$ cat src/pkg/tof_cfg_defines.vh
/*
 * register offsets, field positions, reset values and timing constants
 * for the echo front-end configuration and error flag register bank.
 * assumes inclusion by bare name from the design files.
 */
// Notes on behaviour
// - preamp_power_ctrl zero keeps preamp active; one bypasses and powers it down.
// - preamp_feedback_sel zero selects capacitive feedback, one resistive; reset capacitive.
// - interval count bits 9:8 come from preamp config bits 1:0, reset zero.
// - interval count bits 7:0 come from RW register at offset six, reset zero.
// - weak echo flag sets on timeout with a signal received but fewer qualified crossings than expected.
// - no echo flag sets on timeout with no signal received.
// - writing one to no echo bit resets and halts the measurement sequencer.
// - that same write clears the averaging counter and auto channel selection.
// - strong echo flag sets when echo amplitude exceeds the largest threshold.
// - strong echo reported only when threshold select holds its maximum code.
// - writing one to strong echo bit clears all flags and releases error pin.
// - error flag bits 7:3 are reserved and read as zero.
// - timeout control zero applies echo timeout; one disables it.
// - listen window ends after 128, 256, 512 or 1024 base periods; reset code one.
`ifndef TOF_CFG_DEFINES_VH
`define TOF_CFG_DEFINES_VH

// ----------------------------------------------------------------
// register offsets
// ----------------------------------------------------------------
`define OFS_PREAMP_CFG      4'h5
`define OFS_INTERVAL_LOW    4'h6
`define OFS_ERROR_FLAGS     4'h7
`define OFS_TIMEOUT_CFG     4'h8
`define OFS_ECHO_QUAL       4'hA
`define OFS_IRQ_STATUS      4'hB
`define OFS_IRQ_MASK        4'hC

// ----------------------------------------------------------------
// field positions
// ----------------------------------------------------------------
`define BIT_PREAMP_POWER    3
`define BIT_PREAMP_FB       2
`define BIT_WEAK_ECHO       2
`define BIT_NO_ECHO         1
`define BIT_STRONG_ECHO     0
`define BIT_TIMEOUT_DIS     2
`define BIT_IRQ_DONE        3

// ----------------------------------------------------------------
// reset values
// ----------------------------------------------------------------
`define RST_PREAMP_CFG      8'h00
`define RST_INTERVAL_LOW    8'h00
`define RST_ERROR_FLAGS     3'h0
`define RST_TIMEOUT_CFG     3'h1
`define RST_ECHO_QUAL       3'h0
`define RST_EXPECT_CROSS    3'h0
`define RST_IRQ             4'h0
`define THLD_MAX_CODE       3'h7

// ----------------------------------------------------------------
// timing
// ----------------------------------------------------------------
`define WINDOW_BASE_PERIODS 11'h080
`define NO_ACCESS_DATA      8'h00

`endif

$ cat src/listen_timer.v
/*
 * listen window timer: counts base periods from the start of a listen
 * and raises a one-cycle expiry pulse after the selected window.
 * assumes base_tick is a one-cycle pulse on ref_clk.
 */
`timescale 1ns/1ps
`include "tof_cfg_defines.vh"

module listen_timer
(
    ref_clk,
    rst_n,
    run,
    base_tick,
    window_sel,
    expired
);
    input  wire       ref_clk;
    input  wire       rst_n;
    input  wire       run;
    input  wire       base_tick;
    input  wire [1:0] window_sel;
    output reg        expired;

    reg  [10:0] count_reg;
    wire [10:0] limit;

    // window doubles with each code step
    assign limit = `WINDOW_BASE_PERIODS << window_sel;

    always @(posedge ref_clk or negedge rst_n)
    begin
        if (!rst_n)
        begin
            count_reg <= 11'h000;
            expired   <= 1'b0;
        end
        else
        begin
            expired <= 1'b0;
            if (!run)
                count_reg <= 11'h000;
            else if (base_tick)
            begin
                if (count_reg == limit - 11'h001)
                begin
                    expired   <= 1'b1;
                    count_reg <= 11'h000;
                end
                else
                    count_reg <= count_reg + 11'h001;
            end
        end
    end
endmodule

$ cat src/tof_config_error_registers.v
/*
 * preamp configuration, interval count and measurement error flag
 * registers with an interrupt status/mask pair and error output pin.
 * assumes the host uses the plain strobe port on ref_clk and that the
 * analog echo indications arrive asynchronously from the front end.
 */
`timescale 1ns/1ps
`include "tof_cfg_defines.vh"

module tof_config_error_registers
(
    ref_clk,
    rst_n,
    addr,
    wr_data,
    wr_en,
    rd_en,
    rd_data,
    meas_start,
    base_tick,
    echo_seen,
    crossing_pulse,
    amp_over_max,
    preamp_power_ctrl,
    preamp_feedback_sel,
    interval_count,
    meas_active,
    avg_count,
    auto_channel,
    error_out_n,
    irq
);
    parameter CNT_W = 4;

    input  wire             ref_clk;
    input  wire             rst_n;
    input  wire [3:0]       addr;
    input  wire [7:0]       wr_data;
    input  wire             wr_en;
    input  wire             rd_en;
    output reg  [7:0]       rd_data;
    input  wire             meas_start;
    input  wire             base_tick;
    input  wire             echo_seen;
    input  wire             crossing_pulse;
    input  wire             amp_over_max;
    output reg              preamp_power_ctrl;
    output reg              preamp_feedback_sel;
    output reg  [9:0]       interval_count;
    output reg              meas_active;
    output reg  [CNT_W-1:0] avg_count;
    output reg              auto_channel;
    output reg              error_out_n;
    output reg              irq;

    // ------------------------------------------------------------
    // helpers
    // ------------------------------------------------------------
    // one compare shared by every write decode
    function reg_hit;
        input [3:0] a;
        input [3:0] ofs;
        begin
            reg_hit = (a == ofs);
        end
    endfunction

    // narrow registers read back with their unused bits at zero
    function [7:0] pad_nibble;
        input [3:0] v;
        begin
            pad_nibble = {4'h0, v};
        end
    endfunction

    // saturates so a noisy front end cannot wrap the crossing count
    function [2:0] sat_inc;
        input [2:0] v;
        begin
            if (v == 3'h7)
                sat_inc = v;
            else
                sat_inc = v + 3'h1;
        end
    endfunction

    // ------------------------------------------------------------
    // synchronisers for front-end indications
    // ------------------------------------------------------------
    reg [2:0] sync1_reg;
    reg [2:0] sync2_reg;
    reg       cross_prev_reg;

    // front-end levels are asynchronous, so nothing reads the first stage
    always @(posedge ref_clk or negedge rst_n)
    begin
        if (!rst_n)
        begin
            sync1_reg      <= 3'h0;
            sync2_reg      <= 3'h0;
            cross_prev_reg <= 1'b0;
        end
        else
        begin
            sync1_reg      <= {amp_over_max, crossing_pulse, echo_seen};
            sync2_reg      <= sync1_reg;
            cross_prev_reg <= sync2_reg[1];
        end
    end

    // crossings count on the rising edge seen after synchronising
    wire echo_s     = sync2_reg[0];
    wire cross_rise = sync2_reg[1] & ~cross_prev_reg;
    wire amp_s      = sync2_reg[2];

    // ------------------------------------------------------------
    // register state
    // ------------------------------------------------------------
    reg [7:0] preamp_cfg_reg;
    reg [7:0] interval_low_reg;
    reg [2:0] timeout_cfg_reg;
    reg [2:0] echo_thld_reg;
    reg [2:0] expect_cross_reg;
    reg [2:0] flags_reg;
    reg [3:0] irq_status_reg;
    reg [3:0] irq_mask_reg;
    reg [2:0] cross_cnt_reg;
    reg       got_signal_reg;
    reg       run_reg;

    wire wr_preamp  = wr_en && reg_hit(addr, `OFS_PREAMP_CFG);
    wire wr_low     = wr_en && reg_hit(addr, `OFS_INTERVAL_LOW);
    wire wr_flags   = wr_en && reg_hit(addr, `OFS_ERROR_FLAGS);
    wire wr_timeout = wr_en && reg_hit(addr, `OFS_TIMEOUT_CFG);
    wire wr_qual    = wr_en && reg_hit(addr, `OFS_ECHO_QUAL);
    wire wr_istat   = wr_en && reg_hit(addr, `OFS_IRQ_STATUS);
    wire wr_imask   = wr_en && reg_hit(addr, `OFS_IRQ_MASK);

    // a halt write also wipes the averaging state so the next run starts clean
    wire seq_reset = wr_flags && wr_data[`BIT_NO_ECHO];
    wire clr_all   = wr_flags && wr_data[`BIT_STRONG_ECHO];

    // ------------------------------------------------------------
    // listen window timer
    // ------------------------------------------------------------
    // the timer restarts whenever the sequencer is idle, so a halt write
    // also discards a partly counted window
    wire timer_expired;

    listen_timer u_timer
    (
        .ref_clk    (ref_clk),
        .rst_n      (rst_n),
        .run        (run_reg),
        .base_tick  (base_tick),
        .window_sel (timeout_cfg_reg[1:0]),
        .expired    (timer_expired)
    );

    // timeout only counts when enabled
    wire timeout_hit = timer_expired && !timeout_cfg_reg[`BIT_TIMEOUT_DIS];

    // ------------------------------------------------------------
    // error events
    // ------------------------------------------------------------
    wire set_weak   = timeout_hit && got_signal_reg &&
                      (cross_cnt_reg < expect_cross_reg);
    wire set_none   = timeout_hit && !got_signal_reg;
    // only the top threshold code can report an over-range echo; lower
    // codes would flag echoes that the comparator still qualifies
    wire set_strong = run_reg && amp_s &&
                      (echo_thld_reg == `THLD_MAX_CODE);
    wire [2:0] set_vec = {set_weak, set_none, set_strong};
    wire [3:0] ev_vec  = {timeout_hit, set_vec};

    // ------------------------------------------------------------
    // measurement tracking
    // ------------------------------------------------------------
    always @(posedge ref_clk or negedge rst_n)
    begin
        if (!rst_n)
        begin
            run_reg        <= 1'b0;
            cross_cnt_reg  <= 3'h0;
            got_signal_reg <= 1'b0;
            avg_count      <= {CNT_W{1'b0}};
            auto_channel   <= 1'b0;
        end
        else if (seq_reset)
        begin
            run_reg        <= 1'b0;
            cross_cnt_reg  <= 3'h0;
            got_signal_reg <= 1'b0;
            avg_count      <= {CNT_W{1'b0}};
            auto_channel   <= 1'b0;
        end
        // a start while running is ignored; the halt write above has priority
        else if (meas_start && !run_reg)
        begin
            run_reg        <= 1'b1;
            cross_cnt_reg  <= 3'h0;
            got_signal_reg <= 1'b0;
        end
        else if (run_reg)
        begin
            if (echo_s)
                got_signal_reg <= 1'b1;
            if (cross_rise)
                cross_cnt_reg <= sat_inc(cross_cnt_reg);
            // window closes whether or not the timeout flag is enabled
            // and each closed window advances the averaging state
            if (timer_expired)
            begin
                run_reg      <= 1'b0;
                avg_count    <= avg_count + {{(CNT_W-1){1'b0}}, 1'b1};
                auto_channel <= ~auto_channel;
            end
        end
    end

    // ------------------------------------------------------------
    // configuration registers
    // ------------------------------------------------------------
    always @(posedge ref_clk or negedge rst_n)
    begin
        if (!rst_n)
        begin
            preamp_cfg_reg   <= `RST_PREAMP_CFG;
            interval_low_reg <= `RST_INTERVAL_LOW;
            timeout_cfg_reg  <= `RST_TIMEOUT_CFG;
            echo_thld_reg    <= `RST_ECHO_QUAL;
            expect_cross_reg <= `RST_EXPECT_CROSS;
            irq_mask_reg     <= `RST_IRQ;
        end
        else
        begin
            if (wr_preamp)
                preamp_cfg_reg <= wr_data;
            if (wr_low)
                interval_low_reg <= wr_data;
            // only the enable and window bits are kept; the rest read as zero
            if (wr_timeout)
                timeout_cfg_reg <= wr_data[2:0];
            // expected crossing count shares the threshold register
            if (wr_qual)
            begin
                echo_thld_reg    <= wr_data[2:0];
                expect_cross_reg <= wr_data[6:4];
            end
            if (wr_imask)
                irq_mask_reg <= wr_data[3:0];
        end
    end

    // ------------------------------------------------------------
    // error flags and interrupt status
    // ------------------------------------------------------------
    reg [2:0] flags_next;
    reg [3:0] irq_status_next;

    // set wins over a same-cycle clear so no event is lost
    always @*
    begin
        // a halt write clears only its own flag; the strong bit clears all
        flags_next = flags_reg | set_vec;
        if (clr_all)
            flags_next = set_vec;
        else if (seq_reset)
            flags_next = (flags_reg & 3'h5) | set_vec;
        irq_status_next = irq_status_reg | ev_vec;
        if (wr_istat)
            irq_status_next = (irq_status_reg & ~wr_data[3:0]) | ev_vec;
    end

    always @(posedge ref_clk or negedge rst_n)
    begin
        if (!rst_n)
        begin
            flags_reg      <= `RST_ERROR_FLAGS;
            irq_status_reg <= `RST_IRQ;
        end
        else
        begin
            flags_reg      <= flags_next;
            irq_status_reg <= irq_status_next;
        end
    end

    // ------------------------------------------------------------
    // output views
    // ------------------------------------------------------------
    // the interval count spans two registers with no latching, so a host
    // updating both halves may see one mixed value for a cycle
    wire       preamp_off       = preamp_cfg_reg[`BIT_PREAMP_POWER];
    wire       preamp_resistive = preamp_cfg_reg[`BIT_PREAMP_FB];
    wire [9:0] interval_view    = {preamp_cfg_reg[1:0], interval_low_reg};
    wire       error_level      = |flags_reg;
    wire       irq_level        = |(irq_status_reg & irq_mask_reg);

    // ------------------------------------------------------------
    // outputs and read port
    // ------------------------------------------------------------
    // idle cycles read as zero so a stale answer is never taken for data;
    // reserved flag bits are padded here rather than stored
    reg [7:0] rd_next;

    always @*
    begin
        rd_next = `NO_ACCESS_DATA;
        if (rd_en)
        begin
            case (addr)
                `OFS_PREAMP_CFG:   rd_next = preamp_cfg_reg;
                `OFS_INTERVAL_LOW: rd_next = interval_low_reg;
                `OFS_ERROR_FLAGS:  rd_next = pad_nibble({1'b0, flags_reg});
                `OFS_TIMEOUT_CFG:  rd_next = pad_nibble({1'b0, timeout_cfg_reg});
                `OFS_ECHO_QUAL:    rd_next = {1'b0, expect_cross_reg, 1'b0, echo_thld_reg};
                `OFS_IRQ_STATUS:   rd_next = pad_nibble(irq_status_reg);
                `OFS_IRQ_MASK:     rd_next = pad_nibble(irq_mask_reg);
                default:           rd_next = `NO_ACCESS_DATA;
            endcase
        end
    end

    always @(posedge ref_clk or negedge rst_n)
    begin
        if (!rst_n)
        begin
            preamp_power_ctrl   <= 1'b0;
            preamp_feedback_sel <= 1'b0;
            interval_count      <= 10'h000;
            meas_active         <= 1'b0;
            error_out_n         <= 1'b1;
            irq                 <= 1'b0;
            rd_data             <= `NO_ACCESS_DATA;
        end
        else
        begin
            preamp_power_ctrl   <= preamp_off;
            preamp_feedback_sel <= preamp_resistive;
            interval_count      <= interval_view;
            meas_active         <= run_reg;
            error_out_n         <= ~error_level;
            irq                 <= irq_level;
            rd_data             <= rd_next;
        end
    end
endmodule

$ cat config.mk
export PLATFORM = sky130hd
export DESIGN_NAME = tof_config_error_registers
export DESIGN_NICKNAME = d
export VERILOG_FILES = /design/src/listen_timer.v /design/src/tof_config_error_registers.v
export VERILOG_INCLUDE_DIRS = /design/src /design/src/pkg
export SDC_FILE = /design/constraint.sdc
export NUM_CORES = 1
export LEC_CHECK = 0
export BUFFER_PORTS_ARGS = -buffer_cell sky130_fd_sc_hd__buf_2
export CORE_MARGIN = 2
export CORE_UTILIZATION = 52
export CTS_BUF_LIST = sky130_fd_sc_hd__clkbuf_8
export DETAILED_ROUTE_END_ITERATION = 6
export PLACE_DENSITY = 0.81
export RECOVER_POWER = 25
export SYNTH_ARGS = -nofsm -noshare
export SYNTH_HDL_FRONTEND = slang
export SYNTH_SLANG_ARGS = --single-unit
$ cat constraint.sdc
create_clock -name ref_clk -period 2.2 [get_ports ref_clk]
set_input_delay 0.22 -clock ref_clk [delete_from_list [all_inputs] [get_ports ref_clk]]
set_output_delay 0.22 -clock ref_clk [all_outputs]
set_load 0.02 [all_outputs]
==> results of run 1 <==
-- final timing paths --
kind	to	cells after the start	slack, ns	start
worst max-delay path	error_out_n	3	0.41	rst_n
worst min-delay path	preamp_cfg_reg[7]	2	0.10	wr_data[7]
worst max register to register	u_timer.expired	5	0.42	u_timer.count_reg[0]
worst min register to register	sync2_reg[1]	0	0.36	sync1_reg[1]
max in group ref_clk	u_timer.expired	5	0.42	u_timer.count_reg[0]
min in group asynchronous	sync2_reg[2]	2	0.72	rst_n
-- cell families after synthesis --
logic type,share of synthesized area
muxes,0.0905
buffers and inverters,0.0194
DFF,0.580
adders and majority gates,0.0197
AOI/OAI and AO/OA,0.102
and+or+nand+nor,0.164
xor gates and xnor gates,0.0253
-- power groups by stage --
stage          registers (mW)  clock network, mW  logic (mW)
2_1_floorplan            2.30                  0       0.514
3_3_place_gp             2.25                  0       0.857
3_5_place_dp             2.26                  0       0.906
4_1_cts                  2.24               1.16       0.923
5_1_grt                  2.28               1.24        1.03
6_report                 2.24               1.15       0.913
-- area by class of cell --
class / count / share of cell area
Sequential cell: 88 / 0.501
Multi-Input combinational cell: 218 / 0.346
Timing Repair Buffer: 56 / 0.0731
Clock buffer: 9 / 0.0281
Tap cell: 99 / 0.0281
Clock inverter: 7 / 0.0176
Inverter: 7 / 0.00597
-- cell usage after synthesis (4+ instances only) --
cell type and count:
a21oi_1 11, a22o_1 4, a22oi_1 6, and3_1 4
clkbuf_1 6, dfrtp_1 86, ha_1 6, inv_1 7
mux2_2 27, mux2i_1 4, nand2_1 23, nand2b_1 8
nand3_1 14, nand3b_1 5, nand4_1 6, nor2_1 19
nor2b_1 4, nor3_1 10, nor3b_1 4, o21ai_0 13
xor2_1 9
-- routing by layer --
layer | track usage | vias up
li1 | - | 1289
met1 | 0.301 | 1343
met2 | 0.336 | 79
met3 | 0.0314 | 13
met4 | 0.0977 | 0
met5 | 0 | -
-- layout by cell type, fill, tap and decap left out, types with 3 or more instances in the layout --
cell            n
buf_4           3
a21oi_1        11
nand3b_1        5
nand3_1        14
nor3_1         10
inv_1           7
dfrtp_1        86
nand2b_1        8
o21ai_0        13
mux2i_1         4
a22oi_1         6
nand4_1         6
xor2_1          9
clkbuf_8        9
nor3b_1         4
inv_6           3
mux2_2         27
buf_2          47
nor2_1         19
a21bo_2         3
ha_1            6
nand2_1        23
a22o_1          4
nor2b_1         4
a21o_1          3
a31oi_1         3
and3_1          4
dlygate4sd3_1   4
-- critical path, stage by stage --
cell           delay (ns)
dlygate4sd3_1        0.52
clkbuf_1             1.03
buf_4                0.48
==> metrics.md, run 1 <==
| Metric | Value |
|---|---|
| Register area share after synthesis | `0.580` |
| Routed vias | `2724` |
| Critical Path AT | `~2.3 ns` |
| DRT Pass-1 Iters | `4` |
| Synth unique cells | `51` |
| Pint | `2.91 mW` |
| Sum Neg Setup Slack | `0 ns` |
| Global Route Usage Sum | `0.215` |
| First-pass GRT wire length | `12800 um` |
| Peak supply drop | `approximately 0.00051 V` |
| Maximum clock rate | `558 MHz` |
| Slew headroom | `0.0579` |
| Ys async rst share | `1.00` |
| Fin. Hold Viols | `0` |
| DR vias/cell | `5.63` |
| Reg clk slew, reported paths | `0.10 ns` |
| Final Util | `0.613` |
| I/O Buffers | `48` |
| ANT cells | `0` |
| Wire length on met2 | `3830 um` |
| Register Area | `2200 um^2` |
| Synth area leaders | `dfrtp_1, mux2_2, nand2_1` |
| Nets@finish | `407` |
| Leak | `approximately 2 nW` |
| Cts hold-fix bufs | `4` |
| Tot Pwr | `4.30 mW` |
| Syn_nets | `351` |
| Filler cells | `between 500 and 600` |
| Htree depth | `3` |
| Met3 wire length | `285 um` |
| WS Path Type | `in2async` |
| CP max FO | `25` |
| 1st-iter DRT viols | `194` |
| Post-synth top flop | `dfrtp_1` |
| Drt drc | `0` |
| DRT antenna net count | `0` |
| DIE WIDTH | `89.5 um` |
| Pin count of the biggest net entering global routing | `42` |
| Clock skew | `roughly 0.0099 ns` |
| CTS tree | `done` |
| Max Root-Sink Buffers | `2` |
| Top cell type's share of synthesized area | `0.566` |
| Setup slack at placement | `between 0.4 and 0.5 ns` |
| Post-synth top area cell | `dfrtp_1` |
| Worst setup EP type | `async pin` |
| Hpwl dp | `~5500 um` |
| Clock Tree Root | `clkbuf_8` |
| Die Ht | `roughly 90 um` |
| M1 WL | `about 3500 um` |
| Area growth from synthesis to layout | `15.8%` |
| Dpl cell area | `4160 um^2` |
| EDFF count, synth | `0` |
| FP Rows | `31` |
| Hold Path Class | `in2reg` |
| Core area | `7180 um^2` |
| TritonCTS Buffers | `9` |
| Final Worst Setup Slack | `0.408 ns` |
| Max reg flops | `11` |
| Flops & latches, synth | `88` |
| Worst EP required | `about 2.7 ns` |
| Fraction of layout cells with a size suffix above 1 | `0.286` |
| RSZ-0062 raised after global routing | `false` |
| IO Pins | `49` |
| Clock Sinks | `88` |
| Comb pwr share | `0.212` |
| Multi-input gate area | `1520 um^2` |
| Share of power burned in registers | `0.521` |
| Initial Utilization | `0.530` |
| Slew Limit Fails | `0` |
| Worst Max-Slew Pin Slew | `1.41 ns` |
| Final min period | `between 1.5 and 2 ns` |
| Initial antenna violation count | `0` |
| Post-CTS Resized | `0` |
| Cell Area, Synth | `3800 um^2` |
| Routed length per placed instance | `16.1 um` |
| Final setup fails | `0` |
| Buffer count from post-CTS setup fixing | `0` |
| Max-cap viol count | `0` |
| Status | `complete, no violations` |
| Switching pwr | `roughly 1.4 mW` |
| Syn_area_per_cell | `about 12 um^2` |
| GRT overflow | `0` |
| Skew-Pair Late Insertion Delay | `0.36 ns` |
| Power density over the cells | `977 nW/um^2` |
| Yosys warnings | `0` |
| Top layer in use | `met4` |
| Clock share of power | `0.267` |
| Die Area | `about 8000 um^2` |
| Final instance area | `4400 um^2` |
| Drt total wl | `just under 8000 um` |
| Vias in the first global route | `between 2000 and 3000` |
| Mapped Cells | `~320` |
| Final Cycle Share | `0.814` |
| Placed Cells | `~460` |
| Sw Share | `0.323` |
| CP Launch Type | `input port` |
| Layout Cells excl Fill | `about 480` |
| Placer Congestion | `0.864` |
| Worst hold slack | `about 0.10 ns` |
(Power assumes the default switching activity.)
==> inputs of run 2 (changes only) <==
- ABC_AREA: default -> 1
- PLACE_DENSITY: 0.81 -> 0.84
- clock period: 2.2 -> 1.6 ns (I/O delays scaled with it)
==> metrics.md, run 2 <==
| Metric | Value |
|---|---|
| Global Route Usage Sum | `0.205` |
| Register area share after synthesis | `0.581` |
| Final setup fails | `0` |
| 1st-iter DRT viols | `198` |
| Slew Limit Fails | `0` |
| Final min period | `1.47 ns` |
| Die Ht | `89.5 um` |
| Initial Utilization | `0.529` |
| Highest-count cells in the layout ignoring fill and taps | `nand2_1, dfrtp_1, inv_1` |
| Nets@finish | `504` |
| Yosys warnings | `0` |
| Max reg flops | `11` |
| Status | `complete, no violations` |
| Most common cell after layout, fill and taps aside | `nand2_1` |
| Setup slack at placement | `0.0972 ns` |
| Filler cells | `578` |
| Drt drc | `0` |
| Post-synth top flop | `dfrtp_1` |
| Clock Tree Root | `clkbuf_8` |
| Worst path slowest cell | `dfrtp_1` |
| Clock Sinks | `88` |
| Critical Path AT | `1.72 ns` |
| Clock skew | `0.00890 ns` |
| WS Path Type | `reg2reg` |
| Placer Congestion | `0.905` |
| Initial antenna violation count | `0` |
| Sum Neg Setup Slack | `0 ns` |
| Placed Cells | `559` |
| Most used cell, CP | `nand4_1` |
| CP Cell Sequence | `ha_2 > nand4_1 > nor2_2 > nand4_1 > nand2_2 > nor2_1` |
| Area growth from synthesis to layout | `15.7%` |
| I/O Buffers | `48` |
| Ys async rst share | `1.00` |
| Cell Area, Synth | `~3800 um^2` |
| Pint | `3.62 mW` |
| Vias in the first global route | `2549` |
| Top cell type's share of synthesized area | `0.567` |
| Synth unique cells | `32` |
| Worst hold slack | `0.0254 ns` |
| EDFF count, synth | `0` |
| Multi-input gate area | `1320 um^2` |
| DR vias/cell | `5.11` |
| IO Pins | `49` |
| Hold Path Stages | `3` |
| TritonCTS Buffers | `9` |
| CP max FO | `5` |
| Switching pwr | `1.75 mW` |
| Die Area | `8000 um^2` |
| Reg clk slew, reported paths | `0.10 ns` |
| Pin count of the biggest net entering global routing | `36` |
| Fraction of layout cells with a size suffix above 1 | `0.216` |
| Core area | `7180 um^2` |
| Final Worst Setup Slack | `0.131 ns` |
| Comb pwr share | `0.185` |
| Worst setup EP type | `register` |
| Power density over the cells | `1220 nW/um^2` |
| Worst EP required | `1.85 ns` |
| Hpwl dp | `5370 um` |
| Fin. Hold Viols | `0` |
| Layout Cells excl Fill | `between 500 and 600` |
| DRT Pass-1 Iters | `5` |
| Htree depth | `3` |
| Worst Max-Slew Pin Slew | `0.634 ns` |
| Post-synth top area cell | `dfrtp_1` |
| Share of power burned in registers | `0.538` |
| GRT overflow | `0` |
| R2R depth | `6` |
| CP max stage delay | `0.40 ns` |
| CP Launch Type | `register` |
| Peak supply drop | `between 0.0007 and 0.0008 V` |
| DRT antenna net count | `0` |
| Leak | `2.28 nW` |
| Final Cycle Share | `0.918` |
| Maximum clock rate | `681 MHz` |
| DIE WIDTH | `89.5 um` |
| Drt total wl | `7490 um` |
| Max-cap viol count | `0` |
| Sw Share | `0.326` |
| Skew-Pair Late Insertion Delay | `0.36 ns` |
| Max Root-Sink Buffers | `2` |
| Mapped Cells | `413` |
| Routed vias | `just under 3000` |
| ANT cells | `0` |
| Flops & latches, synth | `88` |
| Slew headroom | `0.578` |
| First-pass GRT wire length | `12300 um` |
| Clock share of power | `0.278` |
| Syn_nets | `440` |
| Register Area | `2200 um^2` |
| Most frequent cell after synthesis | `nand2_1` |
| Synth area leaders | `dfrtp_1, nand2_1, inv_1` |
| Syn_area_per_cell | `roughly 9.2 um^2` |
| Routed length per placed instance | `12.9 um` |
| Hold Path Class | `in2reg` |
| Top post-synthesis cells by count | `nand2_1, dfrtp_1, inv_1, nor2_1, o21ai_0` |
| FP Rows | `31` |
| CTS tree | `done` |
[run 2: cell count changes after synthesis, sizes merged, moves of 7 or more]
cell / previous run / this run
inv: 7 / 57
o21ai: 14 / 51
clkbuf: 8 / 1
mux2: 27 / 0
nand2: 24 / 105
nor2: 21 / 36
nor3: 10 / 2
[run 2: final cells by class]
class,count,share of cell area
Sequential cell,88,0.502
Clock buffer,9,0.0282
Tap cell,99,0.0282
Timing Repair Buffer,59,0.0755
Multi-Input combinational cell,260,0.299
Inverter,59,0.0510
Clock inverter,7,0.0162
[run 2: repair_timing]
action                     4_1_cts  5_1_grt
setup endpoints to repair        0        8
hold endpoints to repair        27        0
buffers inserted                 0        2
gates resized for setup          0        4
hold buffers                     4        0
[run 2: path summary, 6_finish.rpt]
path	start	end	slack, ns
max	u_timer.count_reg[0]	u_timer.count_reg[2]	0.13
min reg2reg	sync1_reg[2]	sync2_reg[2]	0.36
max reg2reg	u_timer.count_reg[0]	u_timer.count_reg[2]	0.13
min in group asynchronous	rst_n	irq	0.35
min	rd_en	rd_data[4]	0.03
max in group asynchronous	rst_n	u_timer.count_reg[0]	0.28
[run 2: critical path: cells and delay by family (launching register included)]
kind                     cells  cell delay (ns)
adder cells (fa/ha/maj)      1             0.21
flip-flops                   1             0.40
AND/OR/NAND/NOR              5             0.76
[run 2: metrics by stage]
stage | total power, mW | cell area, um^2 | util
6_report | 5.37 | 4390 | 0.612
3_5_place_dp | 3.92 | 4170 | 0.580
5_1_grt | 5.71 | 4390 | 0.612
4_1_cts | 5.41 | 4400 | 0.613
2_1_floorplan | 3.55 | 3800 | -
3_3_place_gp | 3.86 | 4170 | 0.580
[run 2: kinds of logic after synthesis]
group,after synthesis,share of synthesized area
and+or+nand+nor,175,0.201
DFF,88,0.581
AOI/OAI and AO/OA,76,0.120
buffers and inverters,65,0.0718
adders and majority gates,6,0.0198
xor gates and xnor gates,3,0.00692
[run 2: power groups by stage]
stage | Combinational, mW | Sequential, mW | Clock, mW
CTS | 1.01 | 2.88 | 1.51
floorplan | 0.568 | 2.98 | 0
finish | 0.993 | 2.89 | 1.49
global route | 1.15 | 2.94 | 1.62
global placement | 0.965 | 2.90 | 0
detailed placement | 1.00 | 2.92 | 0
[run 2: layer usage]
layer  GRT usage  vias to the layer above  share of wire
met5           0                        -              0
met4      0.0733                        0          0.015
met3      0.0471                        7          0.063
met2       0.315                      100           0.47
met1       0.286                     1402           0.45
li1            -                     1460              -
